## src/blt_consts.svh

```systemverilog
`ifndef BLT_CONSTS_SVH
`define BLT_CONSTS_SVH
// Clock rate and the training timeout, in their own units.
`define BLT_CLK_KHZ 10000
`define BLT_TIMEOUT_MS 500
`define BLT_TIMEOUT_CYC (`BLT_TIMEOUT_MS * `BLT_CLK_KHZ)
// Frame layout, in bit times counted from the first delimiter bit.
`define BLT_FRAME_LAST 13'h111F
`define BLT_DELIM_HALF 13'h0010
`define BLT_DELIM_END 13'h0020
`define BLT_STAT_START 13'h00A0
`define BLT_SEQ_START 13'h0120
`define BLT_DELIM_WORD 32'hFFFF0000
// Receive offsets, counted from the first bit after the delimiter.
`define BLT_RX_CTRL_LAST 13'h007F
`define BLT_RX_STAT_LAST 13'h00FF
`define BLT_SUB_LAST 3'h7
// Control and status word fields.
`define BLT_CTRL_MASK 16'h303F
`define BLT_STAT_MASK 16'h003F
`define BLT_STAT_RX_MASK 16'h803F
`define BLT_RDY_BIT 15
`define BLT_PRESET_BIT 13
`define BLT_INIT_BIT 12
// Pattern generator.
`define BLT_PRBS_MSB 10
`define BLT_PRBS_TAP 8
`define BLT_SEED_ONE 11'h001
// Register byte offsets.
`define BLT_REG_CFG 5'h00
`define BLT_REG_TX_CTRL 5'h04
`define BLT_REG_TX_STAT 5'h08
`define BLT_REG_STATUS 5'h0C
`define BLT_REG_RX_CTRL 5'h10
`define BLT_REG_RX_STAT 5'h14
`define BLT_REG_IRQ_STAT 5'h18
`define BLT_REG_IRQ_MASK 5'h1C
// Configuration register fields and reset value.
`define BLT_CFG_EN 0
`define BLT_CFG_RESTART 1
`define BLT_CFG_EQDONE 2
`define BLT_SEED_LSB 16
`define BLT_SEED_MSB 26
`define BLT_CFG_MASK 32'h07FF0005
`define BLT_CFG_RST 32'h00010000
// Interrupt status bits.
`define BLT_IRQ_NORMAL 0
`define BLT_IRQ_FAIL 1
`define BLT_IRQ_LOCK 2
`define BLT_IRQ_UNLOCK 3
`endif

```

## src/blt_pkg.sv

```systemverilog
package blt_pkg;
   // Training sequencer states, Gray coded along idle, train, data.
   typedef enum logic [1:0] {
      BLT_IDLE = 2'h0,
      BLT_TRAIN = 2'h1,
      BLT_SEND = 2'h3,
      BLT_FAIL = 2'h2
   } blt_state_type;
   // Bit position within a training frame.
   typedef logic [12:0] blt_pos_type;
   // Training timeout counter.
   typedef logic [22:0] blt_tmr_type;
   // Fields received from the partner, as presented to the host.
   typedef struct packed {
      logic rx_preset_bit;
      logic rx_init_bit;
      logic [1:0] rx_post_tap_request;
      logic [1:0] rx_main_tap_request;
      logic [1:0] rx_pre_tap_request;
      logic [1:0] rx_post_tap_report;
      logic [1:0] rx_main_tap_report;
      logic [1:0] rx_pre_tap_report;
   } blt_rx_fields_type;
endpackage

```

## src/blt_link_train.sv

```systemverilog
// Decided for this implementation: the Avalon-MM slave port and the register offsets.
`timescale 1ns/1ps
`include "blt_consts.svh"
module blt_link_train
   import blt_pkg::*;
#(
   parameter int unsigned TIMEOUT_CYC = `BLT_TIMEOUT_CYC
) (
   input wire logic clk_sys_i,
   input wire logic rst_i,
   input wire logic [4:0] avs_address_i,
   input wire logic avs_read_i,
   input wire logic avs_write_i,
   input wire logic [3:0] avs_byteenable_i,
   input wire logic [31:0] avs_writedata_i,
   output logic [31:0] avs_readdata_o,
   output logic avs_waitrequest_o,
   output logic irq_o,
   input wire logic rx_bit_i,
   output logic tx_bit_o,
   output logic mission_mode_o,
   output logic lane_normal_data_o,
   output logic train_active_o,
   output logic train_timeout_o,
   output logic train_frame_sync_o,
   output logic rx_frame_start_pulse_o,
   output blt_rx_fields_type rx_fields_o
);

   // Merges write data into an old value under the byte enables.
   function automatic logic [31:0] be_merge(input logic [31:0] old,
      input logic [31:0] wd, input logic [3:0] be);
      logic [31:0] res;
      res = old;
      for (int i = 0; i < 4; i++) begin
         if (be[i]) begin
            res[8*i +: 8] = wd[8*i +: 8];
         end
      end
      return res;
   endfunction

   // Picks the word bit sent at a bit offset; eight bit times per bit.
   function automatic logic word_bit(input logic [15:0] word,
      input blt_pos_type off);
      return word[4'hF - off[6:3]];
   endfunction

   logic ack_ff; // Second cycle of a bus access.
   logic acc; // Access completes at this edge.
   logic wr_acc; // A write takes effect at this edge.
   logic [31:0] readdata_ff; // Read data, valid when waitrequest drops.
   logic [31:0] rd_val; // Read multiplexer.
   logic [31:0] cfg_ff; // Enable, receiver done and seed.
   logic restart_ff; // One-cycle restart pulse from software.
   logic [15:0] tx_ctrl_reg_ff; // Host control block to send.
   logic [15:0] tx_stat_reg_ff; // Host status fields to send.
   logic [3:0] irq_stat_ff; // Sticky event bits.
   logic [3:0] irq_mask_ff; // Interrupt enables.
   logic [3:0] irq_ev; // Events this cycle.
   logic [3:0] w1c; // Bits being cleared by software.
   logic [31:0] wd_zero; // Write data with unselected bytes zeroed.
   logic train_en; // Training enabled.
   logic eq_done; // Host receiver equalizer finished.
   logic [10:0] seed; // Pattern generator seed.
   blt_state_type state_ff; // Training sequencer state.
   blt_state_type nxt_state; // Next sequencer state.
   blt_tmr_type tmr_ff; // Time spent in training.
   logic tmo_hit; // Training period expired.
   logic tx_go; // Transmitter stays in a running frame.
   blt_pos_type tx_pos_ff; // Current transmit bit position.
   logic [10:0] tx_lfsr_ff; // Training sequence generator.
   logic [15:0] tx_ctrl_lat_ff; // Control word frozen for the frame.
   logic [15:0] tx_stat_lat_ff; // Status word frozen for the frame.
   logic nxt_tx_bit; // Bit for the current position.
   logic tx_bit_ff; // Registered line bit.
   logic rx_meta_ff; // First synchroniser stage.
   logic rx_sync_ff; // Second synchroniser stage.
   logic [31:0] rx_shift_ff; // Last 32 received bits.
   blt_pos_type rx_cnt_ff; // Bits since the last accepted delimiter.
   logic delim_hit; // Delimiter pattern seen.
   logic expect_end; // Next delimiter is due now.
   logic accept; // Delimiter accepted as a frame start.
   logic rx_seen_ff; // One delimiter accepted, tracking frames.
   logic rx_lock_ff; // Two delimiters a frame apart.
   logic lock_set; // Lock gained this cycle.
   logic lock_clr; // Lock lost this cycle.
   logic [15:0] rx_ctrl_acc_ff; // Control word being assembled.
   logic [15:0] rx_stat_acc_ff; // Status word being assembled.
   logic [15:0] rx_ctrl_ff; // Last complete control word.
   logic [15:0] rx_stat_ff; // Last complete status word.
   logic sof_ff; // Frame start pulse.
   logic normal_ff; // Data state reached.
   logic active_ff; // Training in progress.
   logic fail_ff; // Training timed out.
   logic mission_ff; // Lane in mission operation.

   // One wait state per access keeps the read data registered.
   assign acc = (avs_read_i | avs_write_i) & ack_ff;
   assign wr_acc = acc & avs_write_i;
   assign avs_waitrequest_o = (avs_read_i | avs_write_i) & ~ack_ff;
   assign avs_readdata_o = readdata_ff;
   assign train_en = cfg_ff[`BLT_CFG_EN];
   assign eq_done = cfg_ff[`BLT_CFG_EQDONE];
   assign seed = cfg_ff[`BLT_SEED_MSB:`BLT_SEED_LSB];
   // Merged once, so pulse and clear bits see only enabled byte lanes.
   assign wd_zero = be_merge(32'h00000000, avs_writedata_i,
      avs_byteenable_i);

   // Wait-state tracker: low again after each completed access.
   always_ff @(posedge clk_sys_i) begin
      if (rst_i) begin
         ack_ff <= 1'b0;
      end else begin
         ack_ff <= (avs_read_i | avs_write_i) & ~ack_ff;
      end
   end

   // Read multiplexer; unmapped addresses read as zero.
   always_comb begin
      if (avs_address_i == `BLT_REG_CFG) begin
         rd_val = cfg_ff;
      end else if (avs_address_i == `BLT_REG_TX_CTRL) begin
         rd_val = {16'h0000, tx_ctrl_reg_ff};
      end else if (avs_address_i == `BLT_REG_TX_STAT) begin
         rd_val = {16'h0000, tx_stat_reg_ff};
      end else if (avs_address_i == `BLT_REG_STATUS) begin
         rd_val = {27'h0, mission_ff, train_frame_sync_o,
            fail_ff, active_ff, normal_ff};
      end else if (avs_address_i == `BLT_REG_RX_CTRL) begin
         rd_val = {16'h0000, rx_ctrl_ff};
      end else if (avs_address_i == `BLT_REG_RX_STAT) begin
         rd_val = {16'h0000, rx_stat_ff};
      end else if (avs_address_i == `BLT_REG_IRQ_STAT) begin
         rd_val = {28'h0000000, irq_stat_ff};
      end else if (avs_address_i == `BLT_REG_IRQ_MASK) begin
         rd_val = {28'h0000000, irq_mask_ff};
      end else begin
         rd_val = 32'h00000000;
      end
   end

   // Read data is captured in the wait cycle and stands for the answer.
   always_ff @(posedge clk_sys_i) begin
      if (rst_i) begin
         readdata_ff <= 32'h00000000;
      end else if (avs_read_i & ~ack_ff) begin
         readdata_ff <= rd_val;
      end
   end

   // Software-written registers; restart is a write-one pulse.
   always_ff @(posedge clk_sys_i) begin
      if (rst_i) begin
         cfg_ff <= `BLT_CFG_RST;
         restart_ff <= 1'b0;
         tx_ctrl_reg_ff <= 16'h0000;
         tx_stat_reg_ff <= 16'h0000;
         irq_mask_ff <= 4'h0;
      end else begin
         restart_ff <= wr_acc && avs_address_i == `BLT_REG_CFG &&
            wd_zero[`BLT_CFG_RESTART];
         if (wr_acc && avs_address_i == `BLT_REG_CFG) begin
            cfg_ff <= be_merge(cfg_ff, avs_writedata_i,
               avs_byteenable_i) & `BLT_CFG_MASK;
         end
         if (wr_acc && avs_address_i == `BLT_REG_TX_CTRL) begin
            tx_ctrl_reg_ff <= 16'(be_merge({16'h0000, tx_ctrl_reg_ff},
               avs_writedata_i, avs_byteenable_i)) & `BLT_CTRL_MASK;
         end
         if (wr_acc && avs_address_i == `BLT_REG_TX_STAT) begin
            tx_stat_reg_ff <= 16'(be_merge({16'h0000, tx_stat_reg_ff},
               avs_writedata_i, avs_byteenable_i)) & `BLT_STAT_MASK;
         end
         if (wr_acc && avs_address_i == `BLT_REG_IRQ_MASK) begin
            irq_mask_ff <= 4'(be_merge({28'h0000000, irq_mask_ff},
               avs_writedata_i, avs_byteenable_i));
         end
      end
   end

   // Sticky events; a new event wins over a clear in the same cycle.
   assign irq_ev[`BLT_IRQ_NORMAL] = nxt_state == BLT_SEND &&
      state_ff != BLT_SEND;
   assign irq_ev[`BLT_IRQ_FAIL] = nxt_state == BLT_FAIL &&
      state_ff != BLT_FAIL;
   assign irq_ev[`BLT_IRQ_LOCK] = lock_set & ~rx_lock_ff;
   assign irq_ev[`BLT_IRQ_UNLOCK] = lock_clr & rx_lock_ff;
   assign w1c = (wr_acc && avs_address_i == `BLT_REG_IRQ_STAT) ?
      wd_zero[3:0] : 4'h0;
   always_ff @(posedge clk_sys_i) begin
      if (rst_i) begin
         irq_stat_ff <= 4'h0;
      end else begin
         irq_stat_ff <= irq_ev | (irq_stat_ff & ~w1c);
      end
   end
   assign irq_o = |(irq_stat_ff & irq_mask_ff);

   // Sequencer: disable forces idle, restart forces a fresh start.
   assign tmo_hit = tmr_ff == blt_tmr_type'(TIMEOUT_CYC - 1);
   always_comb begin
      nxt_state = state_ff;
      if (!train_en) begin
         nxt_state = BLT_IDLE;
      end else if (restart_ff) begin
         nxt_state = BLT_TRAIN;
      end else begin
         case (state_ff)
            BLT_IDLE: begin
               nxt_state = BLT_TRAIN;
            end
            BLT_TRAIN: begin
               if (tmo_hit) begin
                  nxt_state = BLT_FAIL;
               end else if (eq_done && rx_lock_ff &&
                  rx_stat_ff[`BLT_RDY_BIT]) begin
                  nxt_state = BLT_SEND;
               end
            end
            default: begin
               nxt_state = state_ff;
            end
         endcase
      end
   end

   // State, timer and registered status outputs.
   assign tx_go = state_ff == BLT_TRAIN && nxt_state == BLT_TRAIN &&
      !restart_ff;
   always_ff @(posedge clk_sys_i) begin
      if (rst_i) begin
         state_ff <= BLT_IDLE;
         tmr_ff <= '0;
         normal_ff <= 1'b0;
         active_ff <= 1'b0;
         fail_ff <= 1'b0;
         mission_ff <= 1'b0;
      end else begin
         state_ff <= nxt_state;
         tmr_ff <= tx_go ? tmr_ff + 1'b1 : '0;
         normal_ff <= nxt_state == BLT_SEND;
         active_ff <= nxt_state == BLT_TRAIN;
         fail_ff <= nxt_state == BLT_FAIL;
         mission_ff <= nxt_state == BLT_IDLE ||
            nxt_state == BLT_SEND;
      end
   end
   assign lane_normal_data_o = normal_ff;
   assign train_active_o = active_ff;
   assign train_timeout_o = fail_ff;
   assign mission_mode_o = mission_ff;

   // Transmit position; the frame restarts whenever training restarts.
   always_ff @(posedge clk_sys_i) begin
      if (rst_i || !tx_go || tx_pos_ff == `BLT_FRAME_LAST) begin
         tx_pos_ff <= '0;
      end else begin
         tx_pos_ff <= tx_pos_ff + 1'b1;
      end
   end

   // Fields are frozen at frame start so a host update never tears.
   always_ff @(posedge clk_sys_i) begin
      if (rst_i) begin
         tx_ctrl_lat_ff <= 16'h0000;
         tx_stat_lat_ff <= 16'h0000;
         tx_lfsr_ff <= `BLT_SEED_ONE;
      end else if (tx_pos_ff == '0) begin
         tx_ctrl_lat_ff <= tx_ctrl_reg_ff;
         tx_stat_lat_ff <= tx_stat_reg_ff |
            {eq_done, 15'h0000};
         // A zero seed would lock the generator, so it is replaced.
         tx_lfsr_ff <= (seed == '0) ? `BLT_SEED_ONE : seed;
      end else if (tx_pos_ff >= `BLT_SEQ_START) begin
         tx_lfsr_ff <= {tx_lfsr_ff[`BLT_PRBS_MSB-1:0],
            tx_lfsr_ff[`BLT_PRBS_MSB] ^ tx_lfsr_ff[`BLT_PRBS_TAP]};
      end
   end

   // Frame content by position.
   always_comb begin
      if (tx_pos_ff < `BLT_DELIM_HALF) begin
         nxt_tx_bit = 1'b1;
      end else if (tx_pos_ff < `BLT_DELIM_END) begin
         nxt_tx_bit = 1'b0;
      end else if (tx_pos_ff < `BLT_STAT_START) begin
         nxt_tx_bit = word_bit(tx_ctrl_lat_ff,
            tx_pos_ff - `BLT_DELIM_END);
      end else if (tx_pos_ff < `BLT_SEQ_START) begin
         nxt_tx_bit = word_bit(tx_stat_lat_ff,
            tx_pos_ff - `BLT_STAT_START);
      end else begin
         nxt_tx_bit = tx_lfsr_ff[`BLT_PRBS_MSB];
      end
   end
   always_ff @(posedge clk_sys_i) begin
      if (rst_i) begin
         tx_bit_ff <= 1'b0;
      end else begin
         tx_bit_ff <= (state_ff == BLT_TRAIN) & nxt_tx_bit;
      end
   end
   assign tx_bit_o = tx_bit_ff;

   // Line input synchroniser and delimiter search.
   always_ff @(posedge clk_sys_i) begin
      if (rst_i) begin
         rx_meta_ff <= 1'b0;
         rx_sync_ff <= 1'b0;
         rx_shift_ff <= 32'h00000000;
      end else begin
         rx_meta_ff <= rx_bit_i;
         rx_sync_ff <= rx_meta_ff;
         rx_shift_ff <= {rx_shift_ff[30:0], rx_sync_ff};
      end
   end
   assign delim_hit = rx_shift_ff == `BLT_DELIM_WORD;
   assign expect_end = rx_cnt_ff == `BLT_FRAME_LAST;
   // Once locked, only a delimiter at the frame boundary counts.
   assign accept = delim_hit & (~rx_lock_ff | expect_end);
   assign lock_set = delim_hit & expect_end & rx_seen_ff;
   assign lock_clr = expect_end & ~delim_hit;

   // Frame tracking, lock and field capture.
   always_ff @(posedge clk_sys_i) begin
      if (rst_i) begin
         rx_cnt_ff <= '0;
         rx_seen_ff <= 1'b0;
         rx_lock_ff <= 1'b0;
         sof_ff <= 1'b0;
         rx_ctrl_acc_ff <= 16'h0000;
         rx_stat_acc_ff <= 16'h0000;
         rx_ctrl_ff <= 16'h0000;
         rx_stat_ff <= 16'h0000;
      end else begin
         rx_cnt_ff <= (accept | expect_end) ? '0 : rx_cnt_ff + 1'b1;
         rx_seen_ff <= accept | (rx_seen_ff & ~lock_clr);
         rx_lock_ff <= lock_set | (rx_lock_ff & ~lock_clr);
         sof_ff <= accept;
         if (rx_seen_ff && rx_cnt_ff[2:0] == `BLT_SUB_LAST) begin
            if (rx_cnt_ff <= `BLT_RX_CTRL_LAST) begin
               rx_ctrl_acc_ff[4'hF - rx_cnt_ff[6:3]] <= rx_shift_ff[0];
            end else if (rx_cnt_ff <= `BLT_RX_STAT_LAST) begin
               rx_stat_acc_ff[4'hF - rx_cnt_ff[6:3]] <= rx_shift_ff[0];
            end
         end
         if (rx_lock_ff && rx_cnt_ff == `BLT_RX_STAT_LAST) begin
            rx_ctrl_ff <= rx_ctrl_acc_ff & `BLT_CTRL_MASK;
            rx_stat_ff <= {rx_stat_acc_ff[15:1], rx_shift_ff[0]} &
               `BLT_STAT_RX_MASK;
         end
      end
   end
   assign rx_frame_start_pulse_o = sof_ff;
   assign train_frame_sync_o = rx_lock_ff & (state_ff != BLT_IDLE);
   // Received fields straight from the captured words.
   assign rx_fields_o = {rx_ctrl_ff[`BLT_PRESET_BIT],
      rx_ctrl_ff[`BLT_INIT_BIT], rx_ctrl_ff[5:0],
      rx_stat_ff[5:0]};

   // Disabled training always lands in idle.
   chk_disable_idle: assert property (@(posedge clk_sys_i) disable iff
      (rst_i) !train_en |=> state_ff == BLT_IDLE && mission_mode_o)
      else $error("idle not reached while disabled");
   // Restart gives a fresh frame and timer.
   chk_restart_fresh: assert property (@(posedge clk_sys_i) disable iff
      (rst_i) train_en && restart_ff |=> state_ff == BLT_TRAIN &&
      tmr_ff == '0 && tx_pos_ff == '0)
      else $error("restart did not restart training");
   // Data state shows on the normal-data output, not active.
   chk_normal_out: assert property (@(posedge clk_sys_i) disable iff
      (rst_i) nxt_state == BLT_SEND |=> lane_normal_data_o &&
      !train_active_o)
      else $error("normal data output wrong");
   // Active follows the training state.
   chk_active_level: assert property (@(posedge clk_sys_i) disable iff
      (rst_i) train_active_o == (state_ff == BLT_TRAIN))
      else $error("training active output wrong");
   // Timeout ends training with failure.
   chk_timeout_fail: assert property (@(posedge clk_sys_i) disable iff
      (rst_i) state_ff == BLT_TRAIN && tmo_hit && train_en &&
      !restart_ff |=> train_timeout_o && !train_active_o)
      else $error("timeout did not fail training");
   // Frame start pulse never lasts two cycles.
   chk_sof_pulse: assert property (@(posedge clk_sys_i) disable iff
      (rst_i) rx_frame_start_pulse_o |=> !rx_frame_start_pulse_o)
      else $error("frame start pulse too long");
   // Frame length wraps exactly at the last bit.
   chk_frame_len: assert property (@(posedge clk_sys_i) disable iff
      (rst_i) tx_go && tx_pos_ff == `BLT_FRAME_LAST |=> tx_pos_ff == '0)
      else $error("frame length wrong");
   // Delimiter turns from ones to zeros at its midpoint.
   chk_delim_edge: assert property (@(posedge clk_sys_i) disable iff
      (rst_i) state_ff == BLT_TRAIN && tx_pos_ff == `BLT_DELIM_HALF
      |-> tx_bit_ff ##1 !tx_bit_ff)
      else $error("delimiter edge wrong");
   // First control bit sent is bit fifteen.
   chk_ctrl_msb: assert property (@(posedge clk_sys_i) disable iff
      (rst_i) state_ff == BLT_TRAIN && tx_pos_ff == `BLT_DELIM_END
      |=> tx_bit_ff == tx_ctrl_lat_ff[`BLT_RDY_BIT])
      else $error("control word not msb first");

endmodule

```

## config.mk

```make
export PLATFORM = sky130hd
export DESIGN_NAME = blt_link_train
export DESIGN_NICKNAME = d
export VERILOG_FILES = /design/src/blt_pkg.sv /design/src/blt_link_train.sv
export VERILOG_INCLUDE_DIRS = /design/src /design/src/src
export SDC_FILE = /design/constraint.sdc
export NUM_CORES = 1
export LEC_CHECK = 0
export ABC_CLOCK_PERIOD_IN_PS = 4260
export BUFFER_PORTS_ARGS = -buffer_cell sky130_fd_sc_hd__buf_2
export CORE_ASPECT_RATIO = 0.9
export CORE_MARGIN = 2
export CORE_UTILIZATION = 40
export DETAILED_ROUTE_END_ITERATION = 10
export GPL_ROUTABILITY_DRIVEN = 0
export GPL_TIMING_DRIVEN = 0
export PLACE_DENSITY_LB_ADDON = 0.05
export SYNTH_ARGS = -nofsm -noshare
export SYNTH_HDL_FRONTEND = slang
export SYNTH_SLANG_ARGS = --single-unit
```

## constraint.sdc

```tcl
create_clock -name clk_sys_i -period 4.26 [get_ports clk_sys_i]
set_input_delay 0.426 -clock clk_sys_i [delete_from_list [all_inputs] [get_ports clk_sys_i]]
set_output_delay 0.426 -clock clk_sys_i [all_outputs]
set_load 0.01 [all_outputs]
```

Yosys cells after proc, flatten, opt, wreduce, memory -nomap -nowiden
Cells that the tools add are included.
{ "word_totals": {"input_bits": 46, "register_bits": 244, "wordCells": 171, "output_inout_bits": 55} }
{ "op_classes": {"reduce_logical": 39, "order_cmp": 11, "addsub": 8, "eq_ne": 19, "mux": 30, "n_bitwise": 31} }
{ "ops": {"columns": ["operator", "n"], "rows": [
  ["$mux W16", 5],
  ["$mux W11", 3],
  ["$bwmux W16", 2],
  ["$eq A32 B32 Y1 const B", 1],
  ["$mux W27", 1],
  ["$add A13 B1 Y13 const B", 2],
  ["$eq A13 B13 Y1 const B", 2],
  ["$add A23 B1 Y23 const B", 1],
  ["$eq A23 B23 Y1 const B", 1],
  ["$eq A5 B5 Y1 const B", 4],
  ["$mux W4", 4],
  ["$or A6 B16 Y16", 1],
  ["$reduce_and A2 Y1", 8],
  ["$logic_and A1 B1 Y1", 15],
  ["$lt A4 B5 Y1 const B", 3],
  ["$and A1 B1 Y1", 14],
  ["$sub A7 B6 Y7 const B", 2],
  ["$eq A13 B8 Y1 const B", 1],
  ["$ge A13 B9 Y1 const B", 1],
  ["$le A13 B7 Y1 const B", 1],
  ["$le A13 B8 Y1 const B", 1],
  ["$logic_not A13 Y1", 1],
  ["$lt A13 B5 Y1 const B", 1],
  ["$lt A13 B6 Y1 const B", 1],
  ["30 further kinds", 62]
]} }

Longest topological paths before layout
{ "depth": {"word_depth": 13, "ltp_mapped": 11, "mapped_depth_nobuf": 10} }

Least setup slack after synthesis
Ideal clock, no wire load.
{ "synth_path": {"path_kind": "reg2reg", "from": "register tmr_ff[15]", "to": "register tx_pos_ff[10]", "slack_ps": 1628, "stages_incl_launch_ff": 11, "setup_ps": 128, "synth_period_minus_slack_ps": 2632, "t_arrival_ps": 2505, "path_cell_list": "dfxtp_1 or4b_1 nor4_2 a21oi_1 o21ba_1 or3b_1 ha_1 nand3b_1 a31o_2 clkbuf_1 nor2_1"} }
{ "synth_via": {"elab_chain_len": 11} }
{ "synth_rtl": {"columns": ["item", "line_no", "source"], "rows": [
  ["from (decl)", "blt_link_train.sv:68", "blt_tmr_type tmr_ff;"],
  ["from (signal assigned)", "blt_link_train.sv:241", "tmr_ff <= tx_go ? tmr_ff + 1'b1 : '0;"],
  ["$eq A23 B23 Y1", "blt_link_train.sv:201", "assign tmo_hit = tmr_ff == blt_tmr_type'(TIMEOUT_CYC - 1);"],
  ["$mux W2", "blt_link_train.sv:214", "if (tmo_hit) begin"],
  ["$pmux W2 S2", "blt_link_train.sv:209", "case (state_ff)"],
  ["$mux W2", "blt_link_train.sv:206", "end else if (restart_ff) begin"],
  ["$mux W2", "blt_link_train.sv:204", "if (!train_en) begin"],
  ["$eq A2 B1 Y1", "blt_link_train.sv:229", "assign tx_go = state_ff == BLT_TRAIN && nxt_state == BLT_TRAIN &&"],
  ["$logic_and A1 B1 Y1 (2 in a row)", "blt_link_train.sv:229", null],
  ["$logic_not A1 Y1", "blt_link_train.sv:256", "if (rst_i || !tx_go || tx_pos_ff == `BLT_FRAME_LAST) begin"],
  ["$logic_or A1 B1 Y1", "blt_link_train.sv:256", null],
  ["$logic_or A1 B1 Y1 (no source line)", null, null],
  ["to (signal assigned)", "blt_link_train.sv:259", "tx_pos_ff <= tx_pos_ff + 1'b1;"],
  ["to (decl)", "blt_link_train.sv:71", "blt_pos_type tx_pos_ff;"]
]} }
Every way passes these cells.
A chain may end at the register's enable or synchronous reset.

Worst setup path in the final report
{ "layout_path": {"from": "register tmr_ff[14]", "to": "register tx_pos_ff[5]"} }
Same word-level chain as after synthesis.

==> impl_metrics.env <==
export IMPL_status="complete, no violations"
export IMPL_post_cts_buffers=0
export IMPL_timing_rr_end="tx_pos_ff[5]"
export IMPL_dpl_cell_count=1371
export IMPL_ios=101
export IMPL_insertion_delay_ns=0.51
export IMPL_drt_wl_total_um=23200
export IMPL_die_y_um=144
export IMPL_wl_met1_um=11900
export IMPL_gr_usage_all_layers_pct=19.9
export IMPL_fin_crit_ns=3.14
export IMPL_max_freq_mhz=319
export IMPL_slew_violations=0
export IMPL_ys_warn_count=0
export IMPL_grt_pass1_vias=6537
export IMPL_clockRootBuffer="clkbuf_16"
export IMPL_die_width_um=160
export IMPL_start_kind="flop"
export IMPL_yosysUniqueCellTypes=71
export IMPL_rows=51
export IMPL_cts_hold_buf=0
export IMPL_cts_tree="done"
export IMPL_cts_sinks=205
export IMPL_drc=0
export IMPL_area_growth_pct=17.8
export IMPL_seqCellArea_sq_um=4100
export IMPL_r2r_cells=10
export IMPL_ys_flop_type="dfxtp_1"
export IMPL_ir_worst_vdd_mv=0.280
export IMPL_worst_slew_pin_slew_ns=0.741
export IMPL_nFillCells=2209
export IMPL_stdcell_count=1412
export IMPL_cp_max_fo=10
export IMPL_p_leak_nw=3.88
export IMPL_slew_headroom_pct=50.2
export IMPL_intPower_mw=3.23
export IMPL_seq_area_frac_synth_pct=46.9
export IMPL_cp_arrival_ns=3.51
export IMPL_cts_made_buffers=23
export IMPL_critPathCaptureType="flop"
export IMPL_drt_iter0_drc=463
export IMPL_maxCapViolations=0
export IMPL_min_delay_path_class="input port to flop"
export IMPL_setup_viol=0
export IMPL_numPortBuffers=72
export IMPL_tns_ns=0
export IMPL_critical_path_class="flop to flop"
export IMPL_async_flop_share_pct=0
export IMPL_clkSlewWorstSetupHoldPaths_ns=0.06
export IMPL_worstHoldStart="rx_bit_i"
export IMPL_p_clk_share_pct=49.7
export IMPL_wl_per_cell_um=16.4
export IMPL_mappedNetlistArea_sq_um=8760
export IMPL_h_tree_depth=1
export IMPL_layout_drive_gt1_share_pct=15.4
export IMPL_grt_max_degree=13
export IMPL_dr_wl_met3_um=1160
export IMPL_antenna_left=0
export IMPL_grt_overflow=0
export IMPL_cellPowerDensity_nw_per_um2=398
export IMPL_r2r_slack_ns=1.12
export IMPL_ctsResizeCount=0
export IMPL_die_area_sq_um=23100
export IMPL_synth_seq_cells=205
export IMPL_pwr_share_seq_pct=47.0
export IMPL_avgSynthCellArea_sq_um=8.79
export IMPL_layout_commonest_cell="dfxtp_1"
export IMPL_start_util_pct=40.6
export IMPL_grt_pass1_wl_um=36500
export IMPL_nNetsFinal=1162
export IMPL_p_switching_mw=0.878
export IMPL_min_to="rx_meta_ff"
export IMPL_synth_edff_count=0
export IMPL_dpl_hpwl_um=17200
export IMPL_antenna_found_initial=2
export IMPL_core_sq_um=21600
export IMPL_layout_common_cells="dfxtp_1 (205), nand2_1 (141), nor2_1 (130)"
export IMPL_clockBufferDepth=3
export IMPL_vias_per_cell=4.93
export IMPL_critPathRequiredTime_ns=4.64
export IMPL_switching_share_pct=21.4
export IMPL_firstDrtPassIters=5
export IMPL_num_vias=6968
export IMPL_rsz0062_at_grt="no"
export IMPL_highest_layer="met5"
export IMPL_hold_violations=0
export IMPL_pwr_share_comb_pct=3.4
export IMPL_min_path_cells=2
export IMPL_finalCritPeriodShare_pct=73.7
export IMPL_r2r_start="tmr_ff[14]"
export IMPL_synthCells=997
export IMPL_multi_input_area_sq_um=4250
export IMPL_clock_skew_ns=0.0117
export IMPL_dr_wl_met2_um=9680
-- cells in the mapped netlist (10+ instances only) --
| master | number | area [sq um] |
|---|---|---|
| a311oi_2 | 10 | 150 |
| nor4_1 | 13 | 81.3 |
| nand4_1 | 17 | 106 |
| nand3_1 | 28 | 140 |
| or3_1 | 14 | 87.6 |
| xnor2_1 | 22 | 193 |
| o21ai_0 | 20 | 100 |
| inv_1 | 23 | 86.3 |
| buf_4 | 20 | 150 |
| and3_1 | 10 | 62.6 |
| dfxtp_1 | 205 | 4100 |
| clkbuf_1 | 39 | 146 |
| nor3_1 | 22 | 110 |
| nor2b_1 | 43 | 269 |
| nor2_1 | 130 | 488 |
| xor2_1 | 16 | 140 |
| ha_1 | 11 | 138 |
| nand2_1 | 141 | 529 |
| mux2i_1 | 44 | 440 |
| a21oi_1 | 67 | 335 |
-- worst max-delay path by stage --
stage | from | to | slack, ns | cells after the start
after CTS | tmr_ff[15] | tx_pos_ff[5] | 1.07 | 10
after global placement | tmr_ff[15] | tx_pos_ff[3] | 1.10 | 10
final | tmr_ff[14] | tx_pos_ff[5] | 1.12 | 10
after detailed placement | tmr_ff[15] | tx_pos_ff[12] | 1.08 | 10
after global routing | tmr_ff[14] | tx_pos_ff[10] | 0.87 | 10
after floorplan | tmr_ff[15] | tx_pos_ff[10] | 1.63 | 10
-- registers in the layout, indices dropped and copies added, names as in the netlist, 2 cells and up --
register	count
state_ff	2
tx_ctrl_reg_ff	8
rx_stat_acc_ff	6
tx_stat_reg_ff	6
rx_shift_ff	32
tx_pos_ff	13
rx_ctrl_acc_ff	8
tx_ctrl_lat_ff	8
cfg_ff	13
rx_stat_ff	7
rx_cnt_ff	13
irq_stat_ff	4
tx_stat_lat_ff	7
tmr_ff	23
irq_mask_ff	4
rx_ctrl_ff	8
avs_readdata_o	20
tx_lfsr_ff	11
-- worst max-delay path, stage by stage (launching register included) --
cell and delay (ns):
dfxtp_1 0.42, or4b_1 0.50, nor4_2 0.24, a21oi_1 0.11
o21ba_1 0.21, or3b_1 0.36, ha_1 0.20, nand3b_1 0.36
a31o_2 0.17, clkbuf_1 0.35, nor2_1 0.10
-- logic make-up after synthesis --
family	Yosys count	synth area share, %
flops	205	46.9
other cells	1	0.0428
compound gates	137	10.7
fa+ha+maj	11	1.57
xor+xnor	38	3.80
buf+inv	93	5.06
mux	51	6.44
simple gates	461	25.5
-- per-layer routing --
layer | vias to the layer above | track usage (%)
met5 | - | 0
li1 | 3594 | -
met4 | 2 | 4.55
met3 | 34 | 3.93
met2 | 121 | 29.5
met1 | 3217 | 29.8
-- area by class of cell --
type | count | area share (%)
multi-input combinational | 710 | 41.2
sequential | 205 | 39.8
clock buffer | 35 | 6.89
tap | 291 | 3.53
timing repair buffer | 72 | 3.49
buffer | 70 | 3.46
inverter | 23 | 0.837
clock inverter | 5 | 0.764
antenna | 1 | 0.0243
-- power groups by stage --
| stage | Clock [mW] | Combinational [mW] | Sequential [mW] |
|---|---|---|---|
| after global placement | 0 | 0.140 | 1.97 |
| after global routing | 2.17 | 0.153 | 1.93 |
| final | 2.04 | 0.138 | 1.93 |
| after floorplan | 0 | 0.0797 | 1.97 |
| after CTS | 2.09 | 0.139 | 1.93 |
| after detailed placement | 0 | 0.139 | 1.97 |
-- metrics by stage --
stage                     utilization (%)  hold WS (ns)  power (mW)  setup slack, ns  cell area, sq um
after floorplan                         -         0.413        2.05             1.63              8800
after global placement               44.2         0.425        2.11             1.10              9530
after detailed placement             44.2         0.436        2.11             1.08              9530
after CTS                            47.8         0.101        4.15             1.07             10300
after global routing                 47.8         0.126        4.25            0.868             10300
final                                47.8         0.121        4.11             1.12             10300
No activity file was read; power rests on OpenSTA's default activity.
